## config.mk

```make
export PLATFORM = sky130hd
export DESIGN_NAME = rcv_io_ctrl
export DESIGN_NICKNAME = d
export VERILOG_FILES = /design/src/hw/rcv_io_pkg.sv /design/src/hw/rcv_io_ctrl.sv
export SDC_FILE = /design/constraint.sdc
export NUM_CORES = 1
export LEC_CHECK = 0
export CAP_MARGIN = 20
export CELL_PAD_IN_SITES_DETAIL_PLACEMENT = 1
export CELL_PAD_IN_SITES_GLOBAL_PLACEMENT = 2
export CORE_UTILIZATION = 30
export DETAILED_ROUTE_END_ITERATION = 8
export DONT_BUFFER_PORTS = 1
export PLACE_DENSITY = 0.7
export SYNTH_ARGS = -nofsm -noshare
export SYNTH_HDL_FRONTEND = slang
export SYNTH_SLANG_ARGS = --single-unit
```

## constraint.sdc

```tcl
create_clock -name i_core_clk -period 6.9 [get_ports i_core_clk]
set_clock_uncertainty 0.2 [all_clocks]
set_input_delay 0.345 -clock i_core_clk [delete_from_list [all_inputs] [get_ports i_core_clk]]
set_output_delay 0.345 -clock i_core_clk [all_outputs]
set_load 0.05 [all_outputs]
```

## src/hw/rcv_io_pkg.sv

```systemverilog
// Contract
// - bus switches face the processor only during a read cycle, passing local byte
// - write cycle latches the data byte on the write strobe, driven to local bus
// - low four select-code lines decode into strobes, timed by the write strobe
// - one-shot from NOR of write strobe and inverted select bit five gates strobes
// - serial frequency data is data line zero ANDed with decoder output zero
// - sequencing counter steps on strobes 5,7,11,15; decoder timed by inverted strobe 11 (strobe 5 loads data lines 0-3 instead of stepping)
// - synthesizer serial clock is strobe twelve AND decoder output zero
// - synthesizer load strobe is inverse of decoder output zero
// - beat oscillator data lines load four 8-bit latches addressed by counter bits 1-3
// - beat oscillator latches load on inverted strobe eleven
// - first beat oscillator latch output four enables the beat oscillator synthesizer
// - strobe twelve latches BCD filter code, one-hot slots 2-7, bit four slot 1
// - strobe twelve second latch sets beat oscillator/IF select and AGC dump flip-flop
// - strobe thirteen loads the two AGC mode latches
// - strobe fifteen loads detector, audio level, meter source and five crosspoint lines
// - strobe fourteen loads the eight-bit DAC from all data lines
// - strobe ten loads both optional-card AGC latches
// - out-of-lock input high sets its flag, which lights its fault indicator
// - out-of-lock flags are readable through the addressed bus buffer
// - counter drives two decoders; output five gives rear and front fault levels
// - meter buffer reads comparators on lines 0-2 and option-fitted status on line 4
package rcv_io_pkg;

    // ****************************************
    // register map
    // ****************************************
    localparam logic [11:0] OFS_CPU_WRITE = 12'h000;
    localparam logic [11:0] OFS_CPU_READ = 12'h004;
    localparam logic [11:0] OFS_STATUS = 12'h008;

    // field layout of the write word
    localparam int WR_DATA_LSB = 0;
    localparam int WR_SEL_LSB = 8;
    localparam int SEL_ONESHOT_BIT = 5;
    // field layout of the status word
    localparam int ST_LOCK_LSB = 0;
    localparam int ST_CNT_LSB = 4;
    localparam int ST_BUSY_BIT = 8;
    localparam int ST_DECA_LSB = 12;
    localparam int ST_DECB_LSB = 16;

    // ****************************************
    // strobe numbers, read buffer codes and decoder outputs
    // ****************************************
    localparam logic [3:0] STB_PRESET = 4'h5;
    localparam logic [3:0] STB_SEVEN = 4'h7;
    localparam logic [3:0] STB_OPT_AGC = 4'ha;
    localparam logic [3:0] STB_ELEVEN = 4'hb;
    localparam logic [3:0] STB_TWELVE = 4'hc;
    localparam logic [3:0] STB_AGC = 4'hd;
    localparam logic [3:0] STB_DAC = 4'he;
    localparam logic [3:0] STB_AUDIO = 4'hf;
    localparam int STB_ANALOG_LSB = 10;
    localparam logic [3:0] RD_LOCK = 4'h1;
    localparam logic [3:0] RD_METER = 4'h2;
    localparam logic [3:0] DEC_SYNTH = 4'h0;
    localparam logic [3:0] DEC_FAULT = 4'h5;

    // data line positions
    localparam int FILT_CODE_MSB = 2;
    localparam int FILT_SLOT1_BIT = 4;
    localparam int BEAT_EN_BIT = 4;
    localparam int METER_ISB_BIT = 4;
    localparam int XPT_MSB = 4;
    localparam int AUDIO_MSB = 2;
    localparam int DUMP_BIT = 1;
    localparam int IFSEL_BIT = 0;

    // ****************************************
    // timing
    // ****************************************
    localparam int CLK_PERIOD_NS = 20;
    localparam int ONESHOT_NS = 200;
    localparam int ONESHOT_CYC = (ONESHOT_NS + CLK_PERIOD_NS - 1) / CLK_PERIOD_NS;

    // serial link to the synthesizer card
    typedef struct packed {
        logic data;
        logic clk;
        logic load_n;
    } synth_link_t;

    // analog card controls
    typedef struct packed {
        logic [6:0] filter_slot;
        logic beat_if_sel;
        logic agc_dump;
        logic [7:0] agc_mode;
        logic [2:0] audio_sw;
        logic [4:0] crosspoint;
        logic [7:0] dac;
        logic [7:0] opt_agc;
    } analog_ctl_t;

endpackage

```

## src/hw/rcv_io_ctrl.sv

```systemverilog
// Implementation choices: the register addresses and register access over APB.
`timescale 1ns/1ns
module rcv_io_ctrl
    import rcv_io_pkg::*;
#(
    parameter int ONESHOT_CYCLES = ONESHOT_CYC
) (
    // clock and reset
    input wire logic i_core_clk,
    input wire logic i_rstn,
    // apb slave
    input wire logic i_psel,
    input wire logic i_penable,
    input wire logic i_pwrite,
    input wire logic [11:0] i_paddr,
    input wire logic [31:0] i_pwdata,
    output logic [31:0] o_prdata,
    output logic o_pready,
    output logic o_pslverr,
    // local status inputs
    input wire logic [7:0] i_panel_data,
    input wire logic [2:0] i_out_of_lock,
    input wire logic [2:0] i_meter_cmp,
    input wire logic i_isb_fitted_n,
    // local bus and strobes
    output logic [7:0] o_local_data,
    output logic o_local_data_oe,
    output logic o_bus_toward_cpu,
    output logic o_write_strobe_n,
    output logic [7:0] o_io_select_code,
    output logic [5:0] o_analog_card_strobes,
    // subsystem controls
    output synth_link_t o_synth,
    output logic [31:0] o_beat_osc_digits,
    output logic o_beat_osc_enable,
    output analog_ctl_t o_analog,
    output logic [2:0] o_lock_led,
    output logic o_fault_rear_n,
    output logic o_fault_front
);

    // ****************************************
    // reset release
    // ****************************************
    logic [1:0] rst_sync_q;
    logic rst_n;

    // release through two flops so every flop leaves reset on the same edge
    always_ff @(posedge i_core_clk or negedge i_rstn) begin
        if (!i_rstn) begin
            rst_sync_q <= 2'b00;
        end else begin
            rst_sync_q <= {rst_sync_q[0], 1'b1};
        end
    end
    assign rst_n = rst_sync_q[1];

    // ****************************************
    // apb slave
    // ****************************************
    logic acc;
    logic rd_sel;
    logic [7:0] data_q;
    logic [7:0] sel_q;
    logic wr_pulse_q;
    logic [2:0] lock_q;
    logic [3:0] count_q;
    logic [3:0] deca_q;
    logic [3:0] decb_q;
    logic [$clog2(ONESHOT_CYCLES+1)-1:0] os_cnt_q;
    logic [7:0] local_rd;

    assign acc = i_psel && i_penable && o_pready;
    assign rd_sel = i_psel && !i_pwrite && (i_paddr == OFS_CPU_READ);

    // byte offered by the addressed local buffer
    always_comb begin
        local_rd = i_panel_data;
        if (sel_q[3:0] == RD_LOCK) begin
            local_rd = {5'b0_0000, lock_q};
        end else if (sel_q[3:0] == RD_METER) begin
            local_rd = 8'h00;
            local_rd[2:0] = i_meter_cmp;
            local_rd[METER_ISB_BIT] = i_isb_fitted_n;
        end
    end

    // one wait state: pready rises the cycle after the access phase starts
    always_ff @(posedge i_core_clk or negedge rst_n) begin
        if (!rst_n) begin
            o_pready <= 1'b0;
            o_prdata <= 32'h0000_0000;
            o_pslverr <= 1'b0;
        end else begin
            o_pready <= i_psel && i_penable && !o_pready;
            o_pslverr <= 1'b0;
            o_prdata <= 32'h0000_0000;
            if (i_psel && i_penable && !o_pready) begin
                case (i_paddr)
                    OFS_CPU_WRITE: begin
                        o_prdata[WR_SEL_LSB +: 8] <= sel_q;
                        o_prdata[WR_DATA_LSB +: 8] <= data_q;
                    end
                    OFS_CPU_READ: begin
                        o_prdata[7:0] <= local_rd;
                    end
                    OFS_STATUS: begin
                        o_prdata[ST_LOCK_LSB +: 3] <= lock_q;
                        o_prdata[ST_CNT_LSB +: 4] <= count_q;
                        o_prdata[ST_BUSY_BIT] <= (os_cnt_q != '0);
                        o_prdata[ST_DECA_LSB +: 4] <= deca_q;
                        o_prdata[ST_DECB_LSB +: 4] <= decb_q;
                    end
                    default: begin
                        o_pslverr <= 1'b1;
                    end
                endcase
            end
        end
    end

    // ****************************************
    // processor write and read cycles
    // ****************************************
    // write cycle: byte and select code latched, write strobe pulses one cycle
    always_ff @(posedge i_core_clk or negedge rst_n) begin
        if (!rst_n) begin
            data_q <= 8'h00;
            sel_q <= 8'h00;
            wr_pulse_q <= 1'b0;
        end else begin
            wr_pulse_q <= 1'b0;
            if (acc && i_pwrite && (i_paddr == OFS_CPU_WRITE)) begin
                data_q <= i_pwdata[WR_DATA_LSB +: 8];
                sel_q <= i_pwdata[WR_SEL_LSB +: 8];
                wr_pulse_q <= 1'b1;
            end
        end
    end

    // bus switches turn toward the processor only while a read is open
    always_ff @(posedge i_core_clk or negedge rst_n) begin
        if (!rst_n) begin
            o_bus_toward_cpu <= 1'b0;
            o_local_data_oe <= 1'b1;
        end else begin
            o_bus_toward_cpu <= rd_sel && !acc;
            o_local_data_oe <= !(rd_sel && !acc);
        end
    end

    // local bus copies of latch, strobe and select code
    always_ff @(posedge i_core_clk or negedge rst_n) begin
        if (!rst_n) begin
            o_local_data <= 8'h00;
            o_write_strobe_n <= 1'b1;
            o_io_select_code <= 8'h00;
        end else begin
            o_local_data <= data_q;
            o_write_strobe_n <= !wr_pulse_q;
            o_io_select_code <= sel_q;
        end
    end

    // ****************************************
    // strobe decoder and one-shot
    // ****************************************
    logic trig;
    logic [15:0] strobe_q;
    logic [15:0] ld_vec;
    logic [15:0] fall_vec;

    // NOR of the active-low strobe and inverted select bit five
    assign trig = wr_pulse_q && sel_q[SEL_ONESHOT_BIT];
    // load events at strobe rise, clock events at strobe fall
    assign ld_vec = trig ? (16'h0001 << sel_q[3:0]) : 16'h0000;
    assign fall_vec = (os_cnt_q == 1) ? strobe_q : 16'h0000;

    // retrigger is not expected: one select code per write strobe
    always_ff @(posedge i_core_clk or negedge rst_n) begin
        if (!rst_n) begin
            os_cnt_q <= '0;
            strobe_q <= 16'h0000;
        end else if (trig) begin
            os_cnt_q <= ($clog2(ONESHOT_CYCLES+1))'(ONESHOT_CYCLES);
            strobe_q <= ld_vec;
        end else if (os_cnt_q != '0) begin
            os_cnt_q <= os_cnt_q - 1'b1;
            if (os_cnt_q == 1) begin
                strobe_q <= 16'h0000;
            end
        end
    end

    // strobes ten to fifteen go out to the analog cards
    always_ff @(posedge i_core_clk or negedge rst_n) begin
        if (!rst_n) begin
            o_analog_card_strobes <= 6'b00_0000;
        end else begin
            o_analog_card_strobes <= strobe_q[STB_ANALOG_LSB +: 6];
        end
    end

    // ****************************************
    // sequencing counter and decoders
    // ****************************************
    // NOR of strobes 5,7,11,15 rises as they fall; the counter loads data lines 0-3 at 5 and steps at 7,11,15
    always_ff @(posedge i_core_clk or negedge rst_n) begin
        if (!rst_n) begin
            count_q <= 4'h0;
        end else if (fall_vec[STB_PRESET]) begin
            count_q <= data_q[3:0];
        end else if (fall_vec[STB_SEVEN] || fall_vec[STB_ELEVEN] || fall_vec[STB_AUDIO]) begin
            count_q <= count_q + 4'h1;
        end
    end

    // decoders latch the pre-step count, on the same edge as the counter
    always_ff @(posedge i_core_clk or negedge rst_n) begin
        if (!rst_n) begin
            deca_q <= 4'hf;
            decb_q <= 4'hf;
        end else begin
            if (fall_vec[STB_ELEVEN]) begin
                deca_q <= count_q;
            end
            if (fall_vec[STB_SEVEN]) begin
                decb_q <= count_q;
            end
        end
    end

    // serial link to the synthesizer, fault levels from decoder output five
    always_ff @(posedge i_core_clk or negedge rst_n) begin
        if (!rst_n) begin
            o_synth <= '{data: 1'b0, clk: 1'b0, load_n: 1'b1};
            o_fault_rear_n <= 1'b1;
            o_fault_front <= 1'b0;
        end else begin
            o_synth.data <= data_q[0] && (deca_q == DEC_SYNTH);
            o_synth.clk <= strobe_q[STB_TWELVE] && (deca_q == DEC_SYNTH);
            o_synth.load_n <= !(deca_q == DEC_SYNTH);
            o_fault_rear_n <= !(decb_q == DEC_FAULT);
            o_fault_front <= (deca_q == DEC_FAULT);
        end
    end

    // ****************************************
    // beat oscillator addressable latches
    // ****************************************
    localparam int BEAT_LINE[4] = '{0, 1, 3, 2};
    logic [31:0] beat_w;

    // each latch takes one data line into the bit addressed by counter bits 1-3
    // each latch owns its byte, so no variable is written from two processes
    generate
        for (genvar k = 0; k < 4; k++) begin : g_beat
            logic [7:0] lat_q;
            always_ff @(posedge i_core_clk or negedge rst_n) begin
                if (!rst_n) begin
                    lat_q <= 8'h00;
                end else if (fall_vec[STB_ELEVEN]) begin
                    lat_q[count_q[3:1]] <= data_q[BEAT_LINE[k]];
                end
            end
            assign beat_w[k*8 +: 8] = lat_q;
        end
    endgenerate

    // digits and synthesizer enable out to the oscillator card
    always_ff @(posedge i_core_clk or negedge rst_n) begin
        if (!rst_n) begin
            o_beat_osc_digits <= 32'h0000_0000;
            o_beat_osc_enable <= 1'b0;
        end else begin
            o_beat_osc_digits <= beat_w;
            o_beat_osc_enable <= beat_w[BEAT_EN_BIT];
        end
    end

    // ****************************************
    // analog card latches
    // ****************************************
    // latches capture at strobe rise, while the byte is still held
    always_ff @(posedge i_core_clk or negedge rst_n) begin
        if (!rst_n) begin
            o_analog <= '0;
        end else begin
            if (ld_vec[STB_TWELVE]) begin
                for (int n = 2; n <= 7; n++) begin
                    o_analog.filter_slot[n-1] <= (data_q[FILT_CODE_MSB:0] == 3'(n));
                end
                o_analog.filter_slot[0] <= data_q[FILT_SLOT1_BIT];
                o_analog.beat_if_sel <= data_q[IFSEL_BIT];
                o_analog.agc_dump <= data_q[DUMP_BIT];
            end
            if (ld_vec[STB_AGC]) begin
                o_analog.agc_mode <= data_q;
            end
            if (ld_vec[STB_DAC]) begin
                o_analog.dac <= data_q;
            end
            if (ld_vec[STB_AUDIO]) begin
                o_analog.audio_sw <= data_q[AUDIO_MSB:0];
                o_analog.crosspoint <= data_q[XPT_MSB:0];
            end
            if (ld_vec[STB_OPT_AGC]) begin
                o_analog.opt_agc <= data_q;
            end
        end
    end

    // ****************************************
    // out-of-lock flags
    // ****************************************
    logic lock_clr;
    // reading the buffer clocks the flops with data low; a set input wins
    assign lock_clr = acc && !i_pwrite && (i_paddr == OFS_CPU_READ) && (sel_q[3:0] == RD_LOCK);

    always_ff @(posedge i_core_clk or negedge rst_n) begin
        if (!rst_n) begin
            lock_q <= 3'b000;
            o_lock_led <= 3'b000;
        end else begin
            for (int i = 0; i < 3; i++) begin
                if (i_out_of_lock[i]) begin
                    lock_q[i] <= 1'b1;
                end else if (lock_clr) begin
                    lock_q[i] <= 1'b0;
                end
            end
            o_lock_led <= lock_q;
        end
    end

    // ****************************************
    // checks
    // ****************************************
    a_read_dir: assert property (@(posedge i_core_clk) disable iff (!rst_n)
        o_bus_toward_cpu |-> ($past(rd_sel) && !o_local_data_oe))
        else $error("bus switch faces processor outside a read");
    a_write_latch: assert property (@(posedge i_core_clk) disable iff (!rst_n)
        wr_pulse_q |=> (o_local_data == $past(data_q) && !o_write_strobe_n))
        else $error("written byte not on local bus");
    a_strobe_width: assert property (@(posedge i_core_clk) disable iff (!rst_n)
        trig |=> (strobe_q != 16'h0000) && (os_cnt_q == ONESHOT_CYCLES))
        else $error("one-shot did not open the strobe window");
    a_strobe_onehot: assert property (@(posedge i_core_clk) disable iff (!rst_n)
        $onehot0(strobe_q) && ((strobe_q != 16'h0000) == (os_cnt_q != '0)))
        else $error("strobes not one-hot inside window");
    a_serial_data: assert property (@(posedge i_core_clk) disable iff (!rst_n)
        o_synth.data == ($past(data_q[0]) && $past(deca_q) == DEC_SYNTH))
        else $error("serial data not gated by decoder zero");
    a_serial_clk: assert property (@(posedge i_core_clk) disable iff (!rst_n)
        o_synth.clk == ($past(strobe_q[STB_TWELVE]) && $past(deca_q) == DEC_SYNTH))
        else $error("serial clock wrong");
    a_load_inv: assert property (@(posedge i_core_clk) disable iff (!rst_n)
        o_synth.load_n == ($past(deca_q) != DEC_SYNTH))
        else $error("load strobe not inverse of decoder zero");
    a_counter_step: assert property (@(posedge i_core_clk) disable iff (!rst_n)
        (fall_vec[STB_ELEVEN] && !fall_vec[STB_PRESET]) |=> (count_q == $past(count_q) + 4'h1))
        else $error("counter did not step on strobe eleven");
    a_dac_load: assert property (@(posedge i_core_clk) disable iff (!rst_n)
        ld_vec[STB_DAC] |=> (o_analog.dac == $past(data_q)))
        else $error("dac not loaded on strobe fourteen");
    a_lock_set: assert property (@(posedge i_core_clk) disable iff (!rst_n)
        i_out_of_lock[0] |=> lock_q[0] ##1 o_lock_led[0])
        else $error("out-of-lock flag or indicator not set");
    a_filter_load: assert property (@(posedge i_core_clk) disable iff (!rst_n)
        ld_vec[STB_TWELVE] |=> (o_analog.filter_slot[0] == $past(data_q[FILT_SLOT1_BIT])))
        else $error("filter slot one not taken from line four");
    a_opt_agc_load: assert property (@(posedge i_core_clk) disable iff (!rst_n)
        ld_vec[STB_OPT_AGC] |=> (o_analog.opt_agc == $past(data_q)))
        else $error("optional agc latches not loaded on strobe ten");
    a_beat_enable: assert property (@(posedge i_core_clk) disable iff (!rst_n)
        o_beat_osc_enable == $past(beat_w[BEAT_EN_BIT]))
        else $error("beat oscillator enable not from first latch bit four");

endmodule

```

==> results of run 1 <==
cells by family after synthesis:
group	share of synthesized area (%)
simple gates	9.66
xor+xnor	0.459
compound gates	5.50
flops	66.8
buf+inv	3.56
other cells	0.0985
mux	13.3
fa+ha+maj	0.656
per-stage QoR:
step           util [%]  hold slack, ps  power [mW]  std cells
6_report           37.4           -6.96        2.66        922
5_1_grt            37.4            13.2        2.74        922
4_1_cts            37.3            3.75        2.69        920
3_5_place_dp       32.0            -151        1.27        834
3_3_place_gp       32.0            -151        1.27        834
2_1_floorplan         -            -151        1.26        547
layout by cell type, fill, tap and decap left out, types with 10 or more instances in the layout:
cell | synthesis | layout
sky130_fd_sc_hd__and3_1 | 11 | 11
sky130_fd_sc_hd__clkbuf_16 | 0 | 25
sky130_fd_sc_hd__conb_1 | 2 | 13
sky130_fd_sc_hd__dfrtp_1 | 191 | 190
sky130_fd_sc_hd__dfstp_2 | 12 | 12
sky130_fd_sc_hd__dlygate4sd3_1 | 0 | 42
sky130_fd_sc_hd__inv_1 | 11 | 11
sky130_fd_sc_hd__mux2_2 | 74 | 74
sky130_fd_sc_hd__nand2_1 | 34 | 34
sky130_fd_sc_hd__nor2_1 | 24 | 24
sky130_fd_sc_hd__o21ai_0 | 10 | 10
flip-flops by register name (all words and copies together), names as in the netlist, 8 cells and up:
name               flops
data_q                 8
g_beat.lat_q          32
o_analog              38
o_beat_osc_digits     32
o_io_select_code       8
o_local_data           8
o_prdata              20
sel_q                  8
strobe_q               8
worst max path at each step:
stage                              from          end  slack (ps)  cells past startpoint
after floorplan           rst_sync_q[1]   count_q[0]         650                      0
after global placement       i_paddr[1]     sel_q[6]        3860                      5
after detailed placement     i_paddr[1]     sel_q[6]        3840                      5
after CTS                   i_paddr[10]     sel_q[6]        4000                      6
after global routing           o_pready  o_prdata[4]        3940                      5
final                       i_paddr[10]     sel_q[6]        4040                      6
worst reg2reg max path, cell delays in order (launching register included):
cell	delay, ps
sky130_fd_sc_hd__dfrtp_1	580
sky130_fd_sc_hd__or2_2	490
sky130_fd_sc_hd__inv_1	280
sky130_fd_sc_hd__nand4_1	390
sky130_fd_sc_hd__a31oi_1	270
sky130_fd_sc_hd__dlygate4sd3_1	560
power breakdown:
group,internal (mW),leakage (nW),switching [mW]
Combinational,0.0207,1.24,0.0466
Clock,0.895,0.434,0.496
Sequential,1.19,2.74,0.00519
final cells by class:
class / instances / area, um2
fillers: 2576 / 15400
flip-flops and latches: 203 / 5100
multi-input cells: 294 / 2300
clock buffers: 34 / 699
repair buffers: 46 / 480
well taps: 324 / 405
clock inverters: 10 / 186
inverters: 11 / 41.3
layer usage:
metal,wire length [um],up-vias,share of wire (%)
met5,0,-,0
met4,507,0,2.5
met3,1280,34,6.4
met2,10300,143,51
met1,7890,2342,40
li1,-,1933,-
repair_timing:
| action | 4_1_cts | 5_1_grt |
|---|---|---|
| hold buffers | 42 | 0 |
| setup endpoints to repair | 0 | 0 |
| endpoints found under the hold margin | 40 | 0 |
| buffers inserted | 0 | 0 |
==> metrics.md, run 1 <==
| Metric | Value |
|---|---|
| Number of placement rows | 57 |
| Global-route usage over all layers | 15.2% |
| Final critical-path required period | 2860 ps |
| First-pass iteration count of the detailed router | 4 |
| Core area | 24600 um2 |
| Maximum clock insertion buffer count | 3 |
| Violated checks | negative hold slack |
| Part of the Yosys area used for sequential elements | 66.8% |
| Category of the critical setup timing path | in2reg |
| Crit path max-delay family | simple AND/OR/NAND/NOR gates |
| Source-to-sink clock delay at the later pin of the worst-skew pair | 510 ps |
| Cell with the biggest individual delay on the critical path | sky130_fd_sc_hd__and3_1 |
| Global routing usage on met2 | between 20 and 30% |
| Sum of routed wire length over all layers | about 20 mm |
| Area contributors post-synth | sky130_fd_sc_hd__dfrtp_1, sky130_fd_sc_hd__mux2_2, sky130_fd_sc_hd__dfstp_2 |
| Horizontal extent of the die | 161 um |
| Layout cell share with drive strength beyond 1 | about 26% |
| Overall via count from detail_route | approximately 4500 |
| Buffer and inverter count on the worst path | 2 |
| Ys flop type | sky130_fd_sc_hd__dfrtp_1 |
| Count of pins over their slew limit | 0 |
| Post-synthesis register bit count | around 200 |
| TritonCTS clock tree | yes |
| Actual slew at the worst max-slew pin | 968 ps |
| VDD IR-drop max | around 0.00014 V |
| Relative slew slack | 35.5% |
| Worst reg2reg path startpoint | o_pready |
| Violation count after the first detailed-routing iteration | 264 |
| Initial cell density of the core | 31.0% |
| Critical Path Fanout Max | 11 |
| Leading post-synthesis cells by instance count | sky130_fd_sc_hd__dfrtp_1, sky130_fd_sc_hd__mux2_2, sky130_fd_sc_hd__nand2_1 |
| Final setup violation count | 0 |
| Async set-or-reset flop fraction in the synthesized netlist | 100% |
| Wire length of the first global-routing pass | between 30 and 40 mm |
| Synth Warn # | 0 |
| Area share of the largest cell type after synthesis | 62.7% |
| Post-synth cell types | 58 |
| Global routing met3 resource utilization | just over 4% |
| Max-capacitance violation count | 0 |
| Cell count of the worst reg-to-reg path | 5 |
| Number of gates resized after cts | 0 |
| Routability Congestion | 0.750 |
| Type of the worst min-delay path | reg2async |
| CTS Buf Count | 24 |
| Drt drc | 0 |
| Number of flops mapped to enable cells by yosys | 0 |
| Area overhead of the layout relative to synthesis | 20.8% |
| Hold slack final | -6.96 ps |
| Critical path startpoint category | primary input |
| Unrepaired setup endpoints after global routing | false |
| Most common cell in the netlist | sky130_fd_sc_hd__dfrtp_1 |
| Number of top-level design ports | 205 |
| Vias in the first global route | 4969 |
| Endpoint of the worst-slack reg-to-reg timing path | o_prdata[4] |
| Post-DP HPWL | between 10 and 15 mm |
| Die Outline Area | around 26000 um2 |
| Busiest layer in global routing | met2 |
| Data arrival time of the worst path | 3050 ps |
| Maximum level of the CTS H-tree | 1 |
| Total number of nets in the final design | 648 |
| Maximum number of pins on one net before global-route repair | 125 |
| Crit path cell chain | dlygate4sd3_1 > or4_4 > nor3_2 > and3_1 > buf_4 > mux2_2 |
| Accumulated negative setup slack | 0 ps |
| Slowest Stage Delay on Critical Path | 700 ps |
| Diodes inserted | 0 |
| Avg Inst Size Synth | ~14 um2 |
| Summed instance area of the synthesized netlist | ~7600 um2 |
| Met1 track demand over resource | 17.9% |
| Largest area contributor in the synthesized netlist | sky130_fd_sc_hd__dfrtp_1 |
| Routed len/inst | 21.6 um |
| Minimum setup slack among reg-to-reg paths | 4080 ps |
| Power density of the placed cells | 288 nW/um2 |
| Final design instance area without fill | a little over 9000 um2 |
| Number of nets with antenna violations after routing | 0 |
| Static leakage | 4.41 nW |
| Aggregate global routing overflow | 0 |
| Tcrit/Tclk final | 41.5% |
| Post-Synthesis Cells | 536 |
| Worst setup timing slack at the placement stage | 3840 ps |
| Die Ht | 161 um |
| Clock-pin slew reported for the worst setup and hold paths after clock tree synthesis | 60 ps |
| IO buf count | 0 |
| Max Clock Freq | around 0.35 GHz |
| Status | finished with violations |
| Initial antenna violation count | 0 |
| Number of sinks on the clock net | 203 |
| Required time worst endpoint | slightly above 7000 ps |
| Routed vias/inst | 4.83 |
| Clock root buffer | sky130_fd_sc_hd__clkbuf_16 |
| Post-detailed-placement cell area | a little under 8000 um2 |
| Worst Setup End Kind | register |
| Number of failing hold endpoints at the final stage | 14 |
| Post-layout worst setup margin | between 4000 and 5000 ps |
(Power assumes the default switching activity.)
==> run 2, diff against run 1 <==
clock period = 2.98 ns   (was 6.9 ns; I/O delays follow)
==> run 2 against run 1 <==
Compared with the run above: the run now ends clean; global-route usage increased by 0.41 points; sequential share of layout area down 0.77 points; die area did not move; final cell count is 2.3% higher; first-iteration DRC count is 21% higher; routed wire length is 1.2% higher; combinational power rose to 2.5 times the previous value; critical path type is now reg2reg; largest power group unchanged.
==> metrics.md, run 2 (synthesized netlist as in run 1, its figures left out) <==
| Metric | Value |
|---|---|
| Status | finished, final reports clean |
| Slowest Stage Delay on Critical Path | 590 ps |
| Number of sinks on the clock net | 203 |
| Maximum clock insertion buffer count | 3 |
| Register with the most flip-flops | o_analog |
| Buffer and inverter count on the worst path | 2 |
| Max Clock Freq | 0.350 GHz |
| Routed vias/inst | 4.79 |
| Start point of the critical path | o_pready |
| Initial antenna violation count | 1 |
| Overall via count from detail_route | 4517 |
| Category of the critical setup timing path | reg2reg |
| Largest registers in the final layout | o_analog x38, g_beat.lat_q x32, o_beat_osc_digits x32 |
| Final setup violation count | 0 |
| Tot Pwr | 5.89 mW |
| VDD IR-drop max | 0.000403 V |
| Clock root buffer | sky130_fd_sc_hd__clkbuf_16 |
| Leading cell type in the layout, fill and taps excluded | sky130_fd_sc_hd__dfrtp_1 |
| Clk pwr share | around 50% |
| CTS Buf Count | 23 |
| Crit path cell chain | or2_2 > inv_1 > nand4_1 > a21oi_1 > dlygate4sd3_1 |
| Initial cell density of the core | about 31% |
| Static leakage | around 4.5 nW |
| Routability Congestion | 0.762 |
| Crit path max-delay family | simple AND/OR/NAND/NOR gates |
| Share of power burned in combinational logic | under 10% |
| Critical path startpoint category | register |
| Sum of routed wire length over all layers | 20.2 mm |
| Routed len/inst | 21.4 um |
| Max-capacitance violation count | 0 |
| Buffers inserted during post-CTS setup optimization | 0 |
| Final standard cell count with taps included and fillers excluded | 943 |
| Clock-pin slew reported for the worst setup and hold paths after clock tree synthesis | 60 ps |
| Tcrit/Tclk final | a little over nine tenths |
| Worst setup timing slack at the placement stage | 523 ps |
| Relative slew slack | between 30% and 40% |
| Most frequent cells in the layout | sky130_fd_sc_hd__dfrtp_1, sky130_fd_sc_hd__mux2_2, sky130_fd_sc_hd__dlygate4sd3_1 |
| Start point of the worst hold path | i_paddr[2] |
| Accumulated negative setup slack | 0 ps |
| Pint | 4.61 mW |
| Finished Core Util | 38.0% |
| Aggregate global routing overflow | 0 |
| Wire length of the first global-routing pass | between 30 and 40 mm |
| Number of nets with antenna violations after routing | 0 |
| Cell with the biggest individual delay on the critical path | sky130_fd_sc_hd__dfrtp_1 |
| Worst reg2reg path startpoint | o_pready |
| Core area | 24600 um2 |
| Number of failing hold endpoints at the final stage | 0 |
| Final critical-path required period | 2860 ps |
| Source-to-sink clock delay at the later pin of the worst-skew pair | 520 ps |
| Horizontal extent of the die | 161 um |
| Worst Setup End Kind | register |
| Number of placement rows | between 50 and 60 |
| Layout cell share with drive strength beyond 1 | between 20% and 30% |
| Total number of nets in the final design | 669 |
| Maximum number of pins on one net before global-route repair | 90 |
| Maximum level of the CTS H-tree | 1 |
| Violation count after the first detailed-routing iteration | 319 |
| Data arrival time of the worst path | 3100 ps |
| Type of the worst min-delay path | in2reg |
| Power density of the placed cells | 631 nW/um2 |
| Number of top-level design ports | 205 |
| Post-DP HPWL | 13.7 mm |
| First-pass iteration count of the detailed router | 4 |
| Actual slew at the worst max-slew pin | around 1000 ps |
| Count of pins over their slew limit | 0 |
| Drt drc | 0 |
| IO buf count | 0 |
| Switching Power | 1.28 mW |
| Minimum setup slack among reg-to-reg paths | about 120 ps |
| Global-route usage over all layers | between 10% and 20% |
| TritonCTS clock tree | yes |
| Die Outline Area | between 20000 and 30000 um2 |
| Die Ht | approximately 160 um |
| Number of gates resized after cts | 0 |
| Switch share | 21.7% |
| Area overhead of the layout relative to synthesis | 22.5% |
| Max FFs per register | 38 |
| Unrepaired setup endpoints after global routing | false |
| Critical Path Fanout Max | 9 |
| Dpl cells | 847 |
| Required time worst endpoint | around 3200 ps |
| Post-layout worst setup margin | 120 ps |
| Vias in the first global route | 4999 |
| Sequential group share of total power | 47.0% |
==> run 2: what timing repair did <==
action | 4_1_cts | 5_1_grt
hold buffers | 53 | 0
setup endpoints to repair | 0 | 0
hold endpoints to repair | 46 | 0
==> run 2: worst paths after layout <==
| kind | end | cells past startpoint |
|---|---|---|
| max | o_prdata[1] | 5 |
| min | o_prdata[18] | 3 |
| max reg2reg | o_prdata[1] | 5 |
| min reg2reg | o_analog[22] | 1 |
| max in group asynchronous | o_fault_rear_n | 2 |
| min in group asynchronous | o_analog[22] | 1 |
==> run 2: power groups by stage <==
stage                     Clock [mW]  Combinational [mW]  Sequential (mW)
after CTS                       3.04               0.174             2.77
after detailed placement           0               0.125             2.82
after global routing            3.16               0.188             2.77
after floorplan                    0              0.0663             2.86
final                           2.95               0.170             2.77
after global placement             0               0.120             2.82
==> run 2: final cells by class <==
cell class	instances	area, um2
Clock buffer	28	634
Sequential cell	203	5100
Timing Repair Buffer	68	681
Clock inverter	14	179
Fill cell	2554	15300
Inverter	11	41.3
Tap cell	324	405
Multi-Input combinational cell	294	2300
Antenna cell	1	2.50
==> run 2: per-layer routing <==
layer | up-vias | wire (um) | global-route usage (%)
met3 | 30 | 1220 | 3.90
met4 | 0 | 453 | 4.97
met5 | - | 0 | 0
li1 | 1980 | - | -
met1 | 2361 | 7980 | 18.5
met2 | 146 | 10500 | 27.7
==> run 2: tightest hold or removal path, stage by stage <==
cell                     delay, ps
sky130_fd_sc_hd__or3_1         240
sky130_fd_sc_hd__nor4_4        130
sky130_fd_sc_hd__and3_1        190
==> run 2: stage by stage <==
stage | hold slack, ps | instance area [um2]
6_report | 35.4 | 9340
5_1_grt | 58.6 | 9340
4_1_cts | 15.2 | 9340
3_5_place_dp | -347 | 8000
3_3_place_gp | -347 | 8000
2_1_floorplan | -347 | 7670
==> run 3, diff against run 2 <==
CTS_CLUSTER_DIAMETER = 120   (was default)
HOLD_SLACK_MARGIN = 0.12   (was default)
==> run 3 against run 2 <==
Compared with the run above: global-route usage grew 0.28 points; final cell count grew 2.3%; worst setup slack lost 12 ps; via count grew 2.3%; die area is the same; total power grew 0.17%; sequential cell count is the same; combinational power is essentially flat; register-to-register slack gained 30 ps; clock power is essentially flat; worst hold slack gained 110 ps; critical path type is now in2reg; largest cell class unchanged; highest routed layer unchanged.
==> metrics.md, run 3 (synthesized netlist as in run 1, its figures left out) <==
| Metric | Value |
|---|---|
| Relative slew slack | 35.8% |
| Horizontal extent of the die | about 160 um |
| Post-DP HPWL | 13.7 mm |
| Final setup violation count | 0 |
| Violation count after the first detailed-routing iteration | 303 |
| Die Ht | 161 um |
| Routed vias/inst | about 4.8 |
| Switching Power | 1.29 mW |
| Tcrit/Tclk final | 96.4% |
| Maximum level of the CTS H-tree | 1 |
| Area overhead of the layout relative to synthesis | 25.2% |
| Register with the most flip-flops | o_analog |
| VDD IR-drop max | 0.000405 V |
| Required time worst endpoint | 3180 ps |
| Clk pwr share | around half |
| Number of sinks on the clock net | ~200 |
| Final critical-path required period | 2870 ps |
| Static leakage | 4.60 nW |
| Number of placement rows | 57 |
| Die Outline Area | 26100 um2 |
| Final standard cell count with taps included and fillers excluded | 965 |
| IO buf count | 0 |
| Sum of routed wire length over all layers | 20.5 mm |
| Most frequent cells in the layout | sky130_fd_sc_hd__dfrtp_1, sky130_fd_sc_hd__mux2_2, sky130_fd_sc_hd__dlygate4sd3_1 |
| Hold slack final | 148 ps |
| First-pass iteration count of the detailed router | 4 |
| Leading cell type in the layout, fill and taps excluded | sky130_fd_sc_hd__dfrtp_1 |
| Max FFs per register | 38 |
| Aggregate global routing overflow | 0 |
| Number of top-level design ports | just over 200 |
| Wire length of the first global-routing pass | 31.7 mm |
| Source-to-sink clock delay at the later pin of the worst-skew pair | 520 ps |
| Vias in the first global route | 5111 |
| Routability Congestion | 0.762 |
| Type of the worst min-delay path | reg2async |
| Drt drc | 0 |
| Max-capacitance violation count | 0 |
| Total number of nets in the final design | 690 |
| Critical Path Fanout Max | 11 |
| Layout cell share with drive strength beyond 1 | 26.9% |
| Pint | 4.62 mW |
| Count of pins over their slew limit | 0 |
| Initial cell density of the core | 31.0% |
| Clock root buffer | sky130_fd_sc_hd__clkbuf_16 |
| Max Clock Freq | 0.348 GHz |
| TritonCTS clock tree | yes |
| Fill cell instance count of the final layout | 2548 |
| Storage element area | 5100 um2 |
| Largest registers in the final layout | o_analog x38, g_beat.lat_q x32, o_beat_osc_digits x32 |
| Critical path startpoint category | primary input |
| Number of failing hold endpoints at the final stage | 0 |
| Sequential group share of total power | 46.9% |
| CTS Buf Count | 23 |
| Share of power burned in combinational logic | 2.9% |
| Overall via count from detail_route | 4623 |
| Clock-pin slew reported for the worst setup and hold paths after clock tree synthesis | 60 ps |
| Maximum clock insertion buffer count | 3 |
| Actual slew at the worst max-slew pin | 962 ps |
| Dpl cells | 847 |
| Worst Setup End Kind | register |
| Global-route usage over all layers | 15.9% |
| Number of nets with antenna violations after routing | 0 |
| Status | finished, final reports clean |
| Data arrival time of the worst path | 3070 ps |
| Unrepaired setup endpoints after global routing | false |
| Finished Core Util | 38.8% |
| Switch share | 21.8% |
| Final design instance area without fill | 9550 um2 |
| Multi-input gate area | between 2000 and 2500 um2 |
| Power density of the placed cells | approximately 620 nW/um2 |
| Accumulated negative setup slack | 0 ps |
| Initial antenna violation count | 2 |
| Category of the critical setup timing path | in2reg |
| Routed len/inst | roughly 21 um |
| Core area | 24600 um2 |
| Post-detailed-placement cell area | 8000 um2 |
| Maximum number of pins on one net before global-route repair | 90 |
[run 3: cell count changes in the layout (fill, tap and decap cells not counted), sizes merged]
| cell | previous run | this run |
|---|---|---|
| buf | 15 | 18 |
| diode | 1 | 2 |
| dlygate4sd3 | 53 | 71 |
[run 3: final cells by class]
type,count,area share [%]
clock buffer,28,6.64
inverter,11,0.432
clock inverter,14,1.87
tap,324,4.24
antenna,2,0.0524
sequential,203,53.4
multi-input combinational,294,24.1
timing repair buffer,89,9.25
[run 3: power groups by stage]
stage	clock, mW	combinational, mW	sequential, mW
floorplan	0	0.0663	2.86
global placement	0	0.120	2.82
detailed placement	0	0.125	2.82
CTS	3.04	0.174	2.77
global route	3.16	0.190	2.77
finish	2.96	0.172	2.77
[run 3: worst paths after layout]
path	endpoint	start	cells after the start	slack, ps
worst min-delay path	o_analog[22]	rst_sync_q[1]	1	150
worst max-delay path	sel_q[0]	i_paddr[1]	7	110
worst max register to register	sel_q[0]	o_pready	6	150
max in group asynchronous	o_fault_rear_n	rst_sync_q[1]	2	1840
min in group i_core_clk	rst_sync_q[1]	rst_sync_q[0]	0	150
worst min register to register	o_analog[22]	rst_sync_q[1]	1	150
[run 3: metrics by stage]
step,total power [mW],worst slack (ps)
6_report,5.90,108
3_3_place_gp,2.94,643
4_1_cts,5.98,25.7
5_1_grt,6.12,9.49
3_5_place_dp,2.94,523
2_1_floorplan,2.92,717
[run 3: metal layers]
layer,up-vias,GRT usage (%),part of all wire [%]
met2,142,28.3,52
met4,0,5.36,2.7
li1,2034,-,-
met3,42,3.88,5.9
met5,-,0,0
met1,2405,18.7,39
[run 3: repair_timing]
| item | CTS | global route |
|---|---|---|
| setup buffers | 0 | 3 |
| endpoints found under the setup margin | 0 | 2 |
| hold endpoints to repair | 46 | 0 |
| hold buffers | 71 | 0 |
| resized for setup | 0 | 1 |
[run 3: worst max-delay path, stage by stage]
cell,delay (ps)
sky130_fd_sc_hd__dlygate4sd3_1,580
sky130_fd_sc_hd__or3_1,520
sky130_fd_sc_hd__nor2_2,350
sky130_fd_sc_hd__and3_1,300
sky130_fd_sc_hd__buf_4,260
sky130_fd_sc_hd__mux2_2,350
sky130_fd_sc_hd__dlygate4sd3_1,560
